**src/shared/strobe_port_defines.vh**
```
// Constants for the four-bit strobe port and the open-drain select register.
// Assumes a byte-wide register port with 8-bit addresses on the system clock.
//
// What this block does
// - Pins zero and one are output-only and, as ports, drive their latch bit whatever the direction bit.
// - Reset sets every latch bit to one and clears the direction and function registers.
// - After reset pins zero and one drive high and pins two and three are inputs with pull-ups on.
// - With pin zero in read-strobe use and its latch bit zero, the read strobe appears on every read, internal too.
// - With pin zero in read-strobe use and its latch bit one, the read strobe appears only on external accesses.
// - Pin one in function use gives the write strobe only on external accesses, ignoring direction and latch.
// - Direction picks in or out on pins two and three; function use gives two high write at 1, three read/write at 0.
// - A bidirectional pin in input mode has its pull-up switched by its latch bit, zero off and one on.
// - The direction and function registers are write-only and are written whole, never by read-modify-write.
// - Seven output pins on other ports each select push-pull (0) or open-drain (1) drive by their own bit.
// - Reset clears the open-drain select register so every affected pin starts push-pull.

`ifndef STROBE_PORT_DEFINES_VH
`define STROBE_PORT_DEFINES_VH

// ----------------------------------------------------------------
// Register offsets
// ----------------------------------------------------------------
`define ADDR_OPEN_DRAIN_SELECT   8'h3f
`define ADDR_PORT_DATA_LATCH     8'h7d
`define ADDR_PORT_DIRECTION      8'h7e
`define ADDR_PORT_FUNCTION       8'h7f

// ----------------------------------------------------------------
// Reset values
// ----------------------------------------------------------------
`define RST_PORT_LATCH           4'hf
`define RST_PORT_DIRECTION       2'h0
`define RST_PORT_FUNCTION        4'h0
`define RST_OPEN_DRAIN           7'h00

// ----------------------------------------------------------------
// Field positions
// ----------------------------------------------------------------
`define PIN_READ_STROBE          0
`define PIN_WRITE_STROBE         1
`define PIN_HIGH_WRITE           2
`define PIN_DIRECTION_SIGNAL     3
`define LATCH_MSB                3
`define DIRECTION_LSB            2
`define DIRECTION_MSB            3
`define OPEN_DRAIN_MSB           6

// ----------------------------------------------------------------
// Widths and fill values
// ----------------------------------------------------------------
`define OPEN_DRAIN_PINS          7
`define READ_ZERO                8'h00

`endif

```
**src/hw/level_sync.v**
```verilog
// Two-flop synchroniser for levels arriving from outside the clock domain.
// Assumes the reset input is already synchronous to clock on its release.

`timescale 1ns/1ns

module level_sync #(
    parameter WIDTH = 2
) (
    input  wire             clock,
    input  wire             rst_n,
    input  wire [WIDTH-1:0] async_in,
    output wire [WIDTH-1:0] sync_out
);

    reg [WIDTH-1:0] stage1_reg;
    reg [WIDTH-1:0] stage2_reg;

    // First stage feeds only the second stage to keep metastability contained
    always @(posedge clock or negedge rst_n) begin
        if (!rst_n) begin
            stage1_reg <= {WIDTH{1'b1}};
            stage2_reg <= {WIDTH{1'b1}};
        end else begin
            stage1_reg <= async_in;
            stage2_reg <= stage1_reg;
        end
    end

    assign sync_out = stage2_reg;

endmodule // level_sync

```
**src/hw/strobe_port.v**
```verilog
// Four-bit bus strobe port with a separate open-drain select register.
// Assumes bus-cycle strobes come from CPU logic on the same clock and pad levels come from outside it.
//
// The strobed register port was left to the implementer.

`timescale 1ns/1ns

`include "strobe_port_defines.vh"

module strobe_port (
    input  wire                         clock,
    input  wire                         rst_n,
    // Register port
    input  wire [7:0]                   reg_addr,
    input  wire [7:0]                   reg_wdata,
    input  wire                         reg_write,
    input  wire                         reg_read,
    output reg  [7:0]                   reg_rdata,
    // Bus cycle from the CPU, same clock
    input  wire                         bus_rd_n,
    input  wire                         bus_wr_n,
    input  wire                         bus_hwr_n,
    input  wire                         bus_rw,
    input  wire                         bus_external,
    // Output-only pins
    output reg                          read_strobe_pin,
    output reg                          write_strobe_pin,
    // Bidirectional pin two
    input  wire                         high_write_pin_in,
    output reg                          high_write_pin_out,
    output reg                          high_write_pin_oe_n,
    output reg                          high_write_pull_up,
    // Bidirectional pin three
    input  wire                         direction_signal_pin_in,
    output reg                          direction_signal_pin_out,
    output reg                          direction_signal_pin_oe_n,
    output reg                          direction_signal_pull_up,
    // Output pins of other ports with selectable drive
    input  wire [`OPEN_DRAIN_PINS-1:0]  od_port_data,
    input  wire [`OPEN_DRAIN_PINS-1:0]  od_port_drive,
    output reg  [`OPEN_DRAIN_PINS-1:0]  od_pin_out,
    output reg  [`OPEN_DRAIN_PINS-1:0]  od_pin_oe_n,
    // Current drive selection, for the pad ring
    output wire [`OPEN_DRAIN_PINS-1:0]  open_drain_select
);

    // ----------------------------------------------------------------
    // Bidirectional pin modes
    // ----------------------------------------------------------------
    localparam [1:0] MODE_INPUT    = 2'b00;
    localparam [1:0] MODE_OUTPUT   = 2'b01;
    localparam [1:0] MODE_FUNCTION = 2'b10;
    localparam [1:0] MODE_RESERVED = 2'b11;

    // ----------------------------------------------------------------
    // Reset release
    // ----------------------------------------------------------------
    reg                           rst_meta_reg;
    reg                           rst_sync_reg;
    wire                          rst_sync_n;

    // Assertion is immediate, release waits two edges
    always @(posedge clock or negedge rst_n) begin
        if (!rst_n) begin
            rst_meta_reg <= 1'b0;
            rst_sync_reg <= 1'b0;
        end else begin
            rst_meta_reg <= 1'b1;
            rst_sync_reg <= rst_meta_reg;
        end
    end

    assign rst_sync_n = rst_sync_reg;

    // ----------------------------------------------------------------
    // Registers
    // ----------------------------------------------------------------
    reg  [`LATCH_MSB:0]                      strobe_port_latch_reg;
    reg  [`DIRECTION_MSB:`DIRECTION_LSB]     strobe_port_direction_reg;
    reg  [`LATCH_MSB:0]                      strobe_port_function_reg;
    reg  [`OPEN_DRAIN_MSB:0]                 open_drain_select_reg;
    reg  [7:0]                               reg_rdata_next;

    wire                                     read_strobe_select;
    wire [1:0]                               pad_sync;

    assign read_strobe_select = strobe_port_function_reg[`PIN_READ_STROBE];
    assign open_drain_select  = open_drain_select_reg;

    // Data latch: writes store all four bits, even for pins read back as pad levels
    always @(posedge clock or negedge rst_sync_n) begin
        if (!rst_sync_n) begin
            strobe_port_latch_reg <= `RST_PORT_LATCH;
        end else if (reg_write && reg_addr == `ADDR_PORT_DATA_LATCH) begin
            strobe_port_latch_reg <= reg_wdata[`LATCH_MSB:0];
        end
    end

    // Only pins two and three have a direction bit
    always @(posedge clock or negedge rst_sync_n) begin
        if (!rst_sync_n) begin
            strobe_port_direction_reg <= `RST_PORT_DIRECTION;
        end else if (reg_write && reg_addr == `ADDR_PORT_DIRECTION) begin
            strobe_port_direction_reg <= reg_wdata[`DIRECTION_MSB:`DIRECTION_LSB];
        end
    end

    always @(posedge clock or negedge rst_sync_n) begin
        if (!rst_sync_n) begin
            strobe_port_function_reg <= `RST_PORT_FUNCTION;
        end else if (reg_write && reg_addr == `ADDR_PORT_FUNCTION) begin
            strobe_port_function_reg <= reg_wdata[`LATCH_MSB:0];
        end
    end

    always @(posedge clock or negedge rst_sync_n) begin
        if (!rst_sync_n) begin
            open_drain_select_reg <= `RST_OPEN_DRAIN;
        end else if (reg_write && reg_addr == `ADDR_OPEN_DRAIN_SELECT) begin
            open_drain_select_reg <= reg_wdata[`OPEN_DRAIN_MSB:0];
        end
    end

    // ----------------------------------------------------------------
    // Pad input synchronisers
    // ----------------------------------------------------------------
    level_sync #(
        .WIDTH    (2)
    ) u_pad_sync (
        .clock    (clock),
        .rst_n    (rst_sync_n),
        .async_in ({direction_signal_pin_in, high_write_pin_in}),
        .sync_out (pad_sync)
    );

    // ----------------------------------------------------------------
    // Register read
    // ----------------------------------------------------------------
    // Direction and function read as zero; software must keep its own copy
    always @* begin
        reg_rdata_next = `READ_ZERO;
        case (reg_addr)
            `ADDR_PORT_DATA_LATCH: begin
                reg_rdata_next[`PIN_READ_STROBE]      = strobe_port_latch_reg[`PIN_READ_STROBE];
                reg_rdata_next[`PIN_WRITE_STROBE]     = strobe_port_latch_reg[`PIN_WRITE_STROBE];
                reg_rdata_next[`PIN_HIGH_WRITE]       = pad_sync[0];
                reg_rdata_next[`PIN_DIRECTION_SIGNAL] = pad_sync[1];
            end
            `ADDR_OPEN_DRAIN_SELECT: begin
                reg_rdata_next[`OPEN_DRAIN_MSB:0] = open_drain_select_reg;
            end
            `ADDR_PORT_DIRECTION, `ADDR_PORT_FUNCTION: begin
                reg_rdata_next = `READ_ZERO;
            end
            default: begin
                reg_rdata_next = `READ_ZERO;
            end
        endcase
    end

    // Read data stands for one cycle only, zero otherwise
    always @(posedge clock or negedge rst_sync_n) begin
        if (!rst_sync_n) begin
            reg_rdata <= `READ_ZERO;
        end else if (reg_read) begin
            reg_rdata <= reg_rdata_next;
        end else begin
            reg_rdata <= `READ_ZERO;
        end
    end

    // ----------------------------------------------------------------
    // Mode decode for the bidirectional pins
    // ----------------------------------------------------------------
    // Function use is legal only on one direction setting per pin
    function [1:0] pin_mode;
        input func_bit;
        input dir_bit;
        input func_dir;
        begin
            if (!func_bit) begin
                pin_mode = dir_bit ? MODE_OUTPUT : MODE_INPUT;
            end else if (dir_bit == func_dir) begin
                pin_mode = MODE_FUNCTION;
            end else begin
                pin_mode = MODE_RESERVED;
            end
        end
    endfunction

    wire [1:0] high_write_mode;
    wire [1:0] direction_signal_mode;

    assign high_write_mode       = pin_mode(strobe_port_function_reg[`PIN_HIGH_WRITE],
                                            strobe_port_direction_reg[`PIN_HIGH_WRITE], 1'b1);
    assign direction_signal_mode = pin_mode(strobe_port_function_reg[`PIN_DIRECTION_SIGNAL],
                                            strobe_port_direction_reg[`PIN_DIRECTION_SIGNAL], 1'b0);

    // ----------------------------------------------------------------
    // Output-only pins
    // ----------------------------------------------------------------
    reg read_strobe_next;
    reg write_strobe_next;

    always @* begin
        if (!read_strobe_select) begin
            read_strobe_next = strobe_port_latch_reg[`PIN_READ_STROBE];
        end else if (!strobe_port_latch_reg[`PIN_READ_STROBE]) begin
            read_strobe_next = bus_rd_n;
        end else begin
            read_strobe_next = bus_rd_n | ~bus_external;
        end
        if (!strobe_port_function_reg[`PIN_WRITE_STROBE]) begin
            write_strobe_next = strobe_port_latch_reg[`PIN_WRITE_STROBE];
        end else begin
            write_strobe_next = bus_wr_n | ~bus_external;
        end
    end

    // ----------------------------------------------------------------
    // Bidirectional pins
    // ----------------------------------------------------------------
    reg high_write_out_next;
    reg high_write_oe_n_next;
    reg high_write_pull_next;
    reg direction_signal_out_next;
    reg direction_signal_oe_n_next;
    reg direction_signal_pull_next;

    // Reserved modes float the pin with no pull-up, the safest choice
    always @* begin
        high_write_out_next  = strobe_port_latch_reg[`PIN_HIGH_WRITE];
        high_write_oe_n_next = 1'b1;
        high_write_pull_next = 1'b0;
        case (high_write_mode)
            MODE_INPUT: begin
                high_write_pull_next = strobe_port_latch_reg[`PIN_HIGH_WRITE];
            end
            MODE_OUTPUT: begin
                high_write_oe_n_next = 1'b0;
            end
            MODE_FUNCTION: begin
                high_write_out_next  = bus_hwr_n | ~bus_external;
                high_write_oe_n_next = 1'b0;
            end
            default: begin
                high_write_oe_n_next = 1'b1;
            end
        endcase
    end

    always @* begin
        direction_signal_out_next  = strobe_port_latch_reg[`PIN_DIRECTION_SIGNAL];
        direction_signal_oe_n_next = 1'b1;
        direction_signal_pull_next = 1'b0;
        case (direction_signal_mode)
            MODE_INPUT: begin
                direction_signal_pull_next = strobe_port_latch_reg[`PIN_DIRECTION_SIGNAL];
            end
            MODE_OUTPUT: begin
                direction_signal_oe_n_next = 1'b0;
            end
            MODE_FUNCTION: begin
                direction_signal_out_next  = bus_rw;
                direction_signal_oe_n_next = 1'b0;
            end
            default: begin
                direction_signal_oe_n_next = 1'b1;
            end
        endcase
    end

    // ----------------------------------------------------------------
    // Drive selection for the other ports
    // ----------------------------------------------------------------
    reg [`OPEN_DRAIN_PINS-1:0] od_out_next;
    reg [`OPEN_DRAIN_PINS-1:0] od_oe_n_next;

    genvar g;
    generate
        for (g = 0; g < `OPEN_DRAIN_PINS; g = g + 1) begin : g_drive
            // Open drain only ever pulls low; a one releases the wire
            always @* begin
                if (open_drain_select_reg[g]) begin
                    od_out_next[g]  = 1'b0;
                    od_oe_n_next[g] = ~(od_port_drive[g] & ~od_port_data[g]);
                end else begin
                    od_out_next[g]  = od_port_data[g];
                    od_oe_n_next[g] = ~od_port_drive[g];
                end
            end
        end
    endgenerate

    // ----------------------------------------------------------------
    // Pin output flops
    // ----------------------------------------------------------------
    // One cycle of latency on every pin, traded for glitch-free pads
    always @(posedge clock or negedge rst_sync_n) begin
        if (!rst_sync_n) begin
            read_strobe_pin           <= 1'b1;
            write_strobe_pin          <= 1'b1;
            high_write_pin_out        <= 1'b1;
            high_write_pin_oe_n       <= 1'b1;
            high_write_pull_up        <= 1'b1;
            direction_signal_pin_out  <= 1'b1;
            direction_signal_pin_oe_n <= 1'b1;
            direction_signal_pull_up  <= 1'b1;
            od_pin_out                <= {`OPEN_DRAIN_PINS{1'b0}};
            od_pin_oe_n               <= {`OPEN_DRAIN_PINS{1'b1}};
        end else begin
            read_strobe_pin           <= read_strobe_next;
            write_strobe_pin          <= write_strobe_next;
            high_write_pin_out        <= high_write_out_next;
            high_write_pin_oe_n       <= high_write_oe_n_next;
            high_write_pull_up        <= high_write_pull_next;
            direction_signal_pin_out  <= direction_signal_out_next;
            direction_signal_pin_oe_n <= direction_signal_oe_n_next;
            direction_signal_pull_up  <= direction_signal_pull_next;
            od_pin_out                <= od_out_next;
            od_pin_oe_n               <= od_oe_n_next;
        end
    end

endmodule // strobe_port

```
**config.mk**
```make
export PLATFORM = sky130hd
export DESIGN_NAME = strobe_port
export DESIGN_NICKNAME = d
export VERILOG_FILES = /design/src/hw/level_sync.v /design/src/hw/strobe_port.v
export VERILOG_INCLUDE_DIRS = /design/src /design/src/shared
export SDC_FILE = /design/constraint.sdc
export NUM_CORES = 1
export LEC_CHECK = 0
export BUFFER_PORTS_ARGS = -buffer_cell sky130_fd_sc_hd__clkbuf_2
export CORE_MARGIN = 10
export CORE_UTILIZATION = 25
export DETAILED_ROUTE_END_ITERATION = 12
export PLACE_DENSITY = 0.51
export SYNTH_ARGS = -nofsm -noshare
export SYNTH_HDL_FRONTEND = slang
export SYNTH_SLANG_ARGS = --single-unit
```
**constraint.sdc**
```tcl
create_clock -name clock -period 2.19 [get_ports clock]
set_clock_uncertainty 0.1 [all_clocks]
set_input_delay 0.3285 -clock clock [delete_from_list [all_inputs] [get_ports clock]]
set_output_delay 0.3285 -clock clock [all_outputs]
set_load 0.02 [all_outputs]
```
==> qor.txt, run 1 <==
CTS Hold Bufs -> 3
TritonCTS Buffers -> 5
initial core utilization -> 25.6%
synth top area cells -> dfrtp_1 (37%), dfstp_2 (31%), mux2_2 (10%)
Pins Over Slew Limit -> 0
antenna-violating nets left -> 0
crit path to -> open_drain_select[1]
Seq/Total Area, Yosys -> 68.1%
Die Width -> 108 um
initial DRC count -> 36
Synth warnings -> 0
status -> completed
Post-synth EDFFs -> 0
Post-Syn Instances -> 139
minimum clock period -> 1590 ps
Worst R2R Setup Slack -> 1070 ps
Clk Latency, worst-skew pair -> 300 ps
Cells after DPL -> 317
Cell variety after synth -> 28
WL/cell -> 14.0 um
gpl congestion -> 0.693
area leader, netlist -> dfrtp_1
switch share -> 24.1%
most frequent cells after synthesis -> dfrtp_1 (29), dfstp_2 (23), mux2_2 (18), nand2_1 (16), nor2b_1 (8)
clock power share -> 31.1%
HPWL after detailed placement -> 3600 um
area grow syn2layout -> 33.0%
Worst Path Max Fanout -> 7
capturing point of the worst reg2reg path -> direction_signal_pin_out
clock slew at reported path FFs -> 90 ps
Reg area -> 1330 um^2
maximum buffer depth of the clock tree -> 2
Cell Pwr Density -> 689 nW/um^2
critical path cell sequence -> clkbuf_2 -> nand4b_1 -> nor4_4 -> mux2_2
Fin. Hold Viols -> 0
antenna diode count -> 0
Max Cap Viol -> 0
total net switching power -> 0.000433 W
Internal -> 0.00136 W
Worst R2R Start -> strobe_port_direction_reg[3]
clock root cell -> clkbuf_8
total gr overflow -> 0
combinational power share -> 10.6%
Data arrival, critical path -> 1680 ps
row cnt -> 32
crit path from -> reg_addr[7]
setup violators final -> 0
cell with the most instances after synthesis -> dfrtp_1
maximum vdd drop -> 0.000237 V
Reg2Reg Depth -> 3
Worst Path Required -> 2280 ps
Die ar. -> 11800 um^2
multi-input logic area -> 591 um^2
nets -> 268
f_max -> 0.628 GHz
total core area -> 7650 um^2
RSZ-0062 raised after global routing -> false
initial antenna violation count -> 0
CTS resizes -> 0
Static Leakage -> 1.26 nW
crit path max-delay cell type -> nor4_4
final instance area -> 2600 um^2
non-filler instance count after layout -> 328
vias in the first global route -> 1382
DRC viols -> 0
syn_area_per_cell -> 14.1 um^2
relative slew slack -> 61.5%
Sinks on Clock Net -> 52
sequential power share -> 58.3%
Crit path largest cell delay -> 520 ps
mapped cell area -> 1950 um^2
share of cells above drive strength 1 -> 57.1%
worst hold path class -> input pin to register
vias per cell -> 4.11
Total Routing Usage GR -> 7.75%
Fill cells -> 788
H-tree levels -> 2
ys async rst share -> 100%
CTS tree -> built
vias -> 1349
fin crit share -> 72.7%
I/O Pins -> 78
CP Capture Type -> register
largest net degree at the start of global routing -> 51
Sum Neg Setup Slack -> 0 ps
postcts setup bufs -> 0
placed instance area -> 2480 um^2
Synth top area share -> 37.1%
Synth Register Bits -> 52
wirelength, routed -> 4600 um
Die Y -> 108 um
startpoint types -> input pin
global-route wire length before repair -> 7060 um
crit path kind -> input pin to register
ys flop type -> dfrtp_1
Pre-antenna DRT Iters -> 3
Syn Nets -> 182
Buffers on Ports -> 75
Worst Max-Slew Pin Slew -> 573 ps
[critical path: cells and delay by family]
| family | cells | cell delay [ps] |
|---|---|---|
| buf+inv | 1 | 90 |
| mux | 1 | 400 |
| simple gates | 2 | 860 |
[worst min-delay path by stage]
stage / start / end / slack (ps) / cells after the start
floorplan: rst_n / rst_meta_reg / -70 / 0
global placement: rst_n / rst_meta_reg / 10 / 1
detailed placement: rst_n / rst_meta_reg / 20 / 1
CTS: od_port_drive[0] / od_pin_oe_n[0] / 30 / 2
global route: od_port_drive[5] / od_pin_oe_n[5] / 30 / 2
finish: od_port_drive[5] / od_pin_oe_n[5] / 40 / 2
[power by group through the flow]
stage / combinational [W] / sequential [W] / clock, W
CTS: 0.000195 / 0.00105 / 0.000595
global placement: 0.000188 / 0.00106 / 0
detailed placement: 0.000190 / 0.00106 / 0
global route: 0.000210 / 0.00105 / 0.000623
floorplan: 0.0000483 / 0.00111 / 0
finish: 0.000189 / 0.00105 / 0.000557
[cell families (layout without fill, tap and decap cells)]
family,after synthesis,after routing,synth area share (%)
AND/OR/NAND/NOR,49,49,15.7
flip-flops,52,52,68.1
buffers and inverters,8,95,1.73
multiplexers,18,18,10.4
AO/OA/AOI/OAI,8,8,2.50
other,2,2,0.384
adder cells (fa/ha/maj),2,2,1.28
[cell type report]
type	count	share of cell area, %
timing repair buffer	80	16.7
clock buffer	8	3.47
multi-input combinational	79	22.7
sequential	52	51.2
tap	102	4.91
inverter	7	1.01
[cells in the final DEF (no fill, tap or decap), types with 2 or more instances in the layout]
cell type	n
nand4b_1	2
dfstp_2	23
a21oi_1	5
inv_1	7
clkbuf_8	6
clkbuf_1	2
and3_1	4
ha_1	2
dlygate4sd3_1	3
nand3b_1	4
nand3_1	4
nand2_1	16
mux2_2	18
dfrtp_1	28
conb_1	2
nor2b_1	8
clkbuf_2	75
[layer usage]
metal  GRT usage [%]  vias to the layer above  wire (um)
met3            3.63                        7        407
met1            8.50                      662       1810
met2            13.0                       41       2320
met4            2.54                        0         61
met5               0                        -          0
li1                -                      639          -
[per-stage QoR]
stage	total power, W	utilization (%)	setup WS, ps	hold slack (ps)
finish	0.00179	34.0	598	38.2
global route	0.00189	34.0	532	29.4
CTS	0.00184	34.0	581	25.2
detailed placement	0.00125	32.4	254	17.9
global placement	0.00125	32.4	293	14.2
floorplan	0.00116	-	564	-67.1
(Power assumes the default switching activity.)
==> run 2: changes to the inputs <==
==> constraint.sdc (replaced) <==
create_clock -name clock -period 1.5 [get_ports clock]
set_clock_uncertainty 0.1 [all_clocks]
set_input_delay 0.225 -clock clock [delete_from_list [all_inputs] [get_ports clock]]
set_output_delay 0.225 -clock clock [all_outputs]
set_load 0.02 [all_outputs]
==> run 2 against run 1 <==
  * Total power grew 48%
  * Clock power grew 45%
  * Register-to-register slack got worse by 1000 ps
  * Critical path type is now register to register
  * Utilization increased by 2.2 points
  * Flip-flop and latch count did not move
  * First-iteration DRC count shrank 19%
  * Worst setup slack worse by 540 ps
  * Non-clock buffer count rose by 18
  * Wire length is 3.5% higher
  * Largest power group unchanged
  * Sequential power grew 46%
==> qor.txt, run 2 (synthesis gave the netlist of run 1 again) <==
H-tree levels -> 2
fin util -> 36.2%
Clk Latency, worst-skew pair -> 300 ps
fin crit share -> 95.9%
sequential power share -> 57.7%
initial DRC count -> 29
clock slew at reported path FFs -> 90 ps
CTS resizes -> 0
nets -> 286
HPWL after detailed placement -> 3730 um
Fin. Hold Viols -> 0
CTS tree -> built
Cell Pwr Density -> 954 nW/um^2
crit path from -> strobe_port_latch_reg[1]
RSZ-0062 raised after global routing -> false
Worst Path Required -> 1650 ps
gpl congestion -> 0.728
Total Routing Usage GR -> 8.04%
antenna-violating nets left -> 0
minimum clock period -> 1440 ps
Pre-antenna DRT Iters -> 4
Buffers on Ports -> 75
vias -> 1392
maximum buffer depth of the clock tree -> 2
buffers plus inverters on the worst setup path -> 1
switch share -> 24.3%
total net switching power -> 0.000643 W
maximum vdd drop -> 0.000344 V
Die Y -> 108 um
Internal -> 0.00200 W
critical path cell sequence -> nor2_1 -> a31oi_1 -> dlygate4sd3_1
Data arrival, critical path -> 1590 ps
largest net degree at the start of global routing -> 51
TritonCTS Buffers -> 5
Sum Neg Setup Slack -> 0 ps
worst hold path class -> input pin to register
setup ws final -> 61.4 ps
Pins Over Slew Limit -> 0
Static Leakage -> 1.35 nW
total core area -> 7650 um^2
setup violators final -> 0
CP Capture Type -> register
global-route wire length before repair -> 7450 um
total gr overflow -> 0
f_max -> 0.695 GHz
Sinks on Clock Net -> 52
status -> completed
vias in the first global route -> 1487
area grow syn2layout -> 41.7%
Worst Path Max Fanout -> 3
Die Width -> 108 um
HP Start -> od_port_data[1]
most common cell after layout, fill and taps aside -> clkbuf_2
I/O Pins -> 78
most frequent cells in the layout -> clkbuf_2 (75), dfrtp_1 (28), dfstp_2 (23)
final hold slack -> 10.9 ps
Die ar. -> 11800 um^2
Max Cap Viol -> 0
row cnt -> 32
initial antenna violation count -> 0
crit path max-delay cell type -> dlygate4sd3_1
clock power share -> 30.6%
vias per cell -> 4.02
combinational power share -> 11.7%
initial core utilization -> 25.6%
DRC viols -> 0
Worst R2R Start -> strobe_port_latch_reg[1]
startpoint types -> register
Crit path largest cell delay -> 560 ps
clock root cell -> clkbuf_8
WL/cell -> 13.8 um
wirelength, routed -> 4770 um
antenna diode count -> 0
CP delay by family, top -> buffers and inverters
pre-CTS setup slack -> -86.5 ps
share of cells above drive strength 1 -> 57.0%
crit path kind -> register to register
[run 2: changes by cell type in the layout (fill, tap and decap cells not counted), sizes merged]
cell	previous run	this run
buf	2	9
clkbuf	83	81
clkinv	0	2
dlygate4sd3	3	14
[run 2: timing repair]
| item | in CTS | in global routing |
|---|---|---|
| setup endpoints to repair | 0 | 1 |
| setup buffers | 0 | 1 |
| hold endpoints to repair | 12 | 0 |
| hold buffers | 14 | 0 |
[run 2: path summary, 6_finish.rpt]
path | slack [ps] | depth (start not counted) | to
max reg2reg | 60 | 3 | write_strobe_pin
min in group asynchronous | 130 | 2 | rst_sync_n
min reg2reg | 150 | 1 | od_pin_out[5]
max in group asynchronous | 860 | 1 | read_strobe_pin
min | 10 | 3 | od_pin_oe_n[1]
max | 60 | 3 | write_strobe_pin
[run 2: area by class of cell]
type	count	area (um^2)
multi-input cells	79	597
fillers	794	4880
flip-flops and latches	52	1330
well taps	102	128
clock inverters	2	10.0
inverters	7	26.3
clock buffers	6	82.6
repair buffers	98	596
[run 2: tightest hold or removal path: stages]
cell	delay, ps
clkbuf_2	90
nand2_1	50
nand2_1	50
[run 2: power by group through the flow]
stage	Sequential [W]	Combinational [W]	Clock (W)
after global routing	0.00153	0.000343	0.000915
after global placement	0.00155	0.000282	0
final	0.00153	0.000308	0.000810
after floorplan	0.00162	0.0000710	0
after detailed placement	0.00155	0.000285	0
after CTS	0.00153	0.000315	0.000864
[run 2: through the flow]
step	power [W]	instances	instance area [um^2]
after floorplan	0.00169	139	1960
after global placement	0.00183	323	2530
after detailed placement	0.00184	323	2530
after CTS	0.00271	345	2760
after global routing	0.00279	346	2770
final	0.00264	346	2770
[run 2: routing by layer]
metal | part of all wire (%) | vias up | wire (um) | GRT usage [%]
met5 | 0 | - | 0 | 0
met4 | 1.2 | 0 | 56 | 2.54
met3 | 10 | 6 | 489 | 3.81
met2 | 49 | 43 | 2320 | 13.0
met1 | 40 | 669 | 1900 | 9.25
li1 | - | 674 | - | -
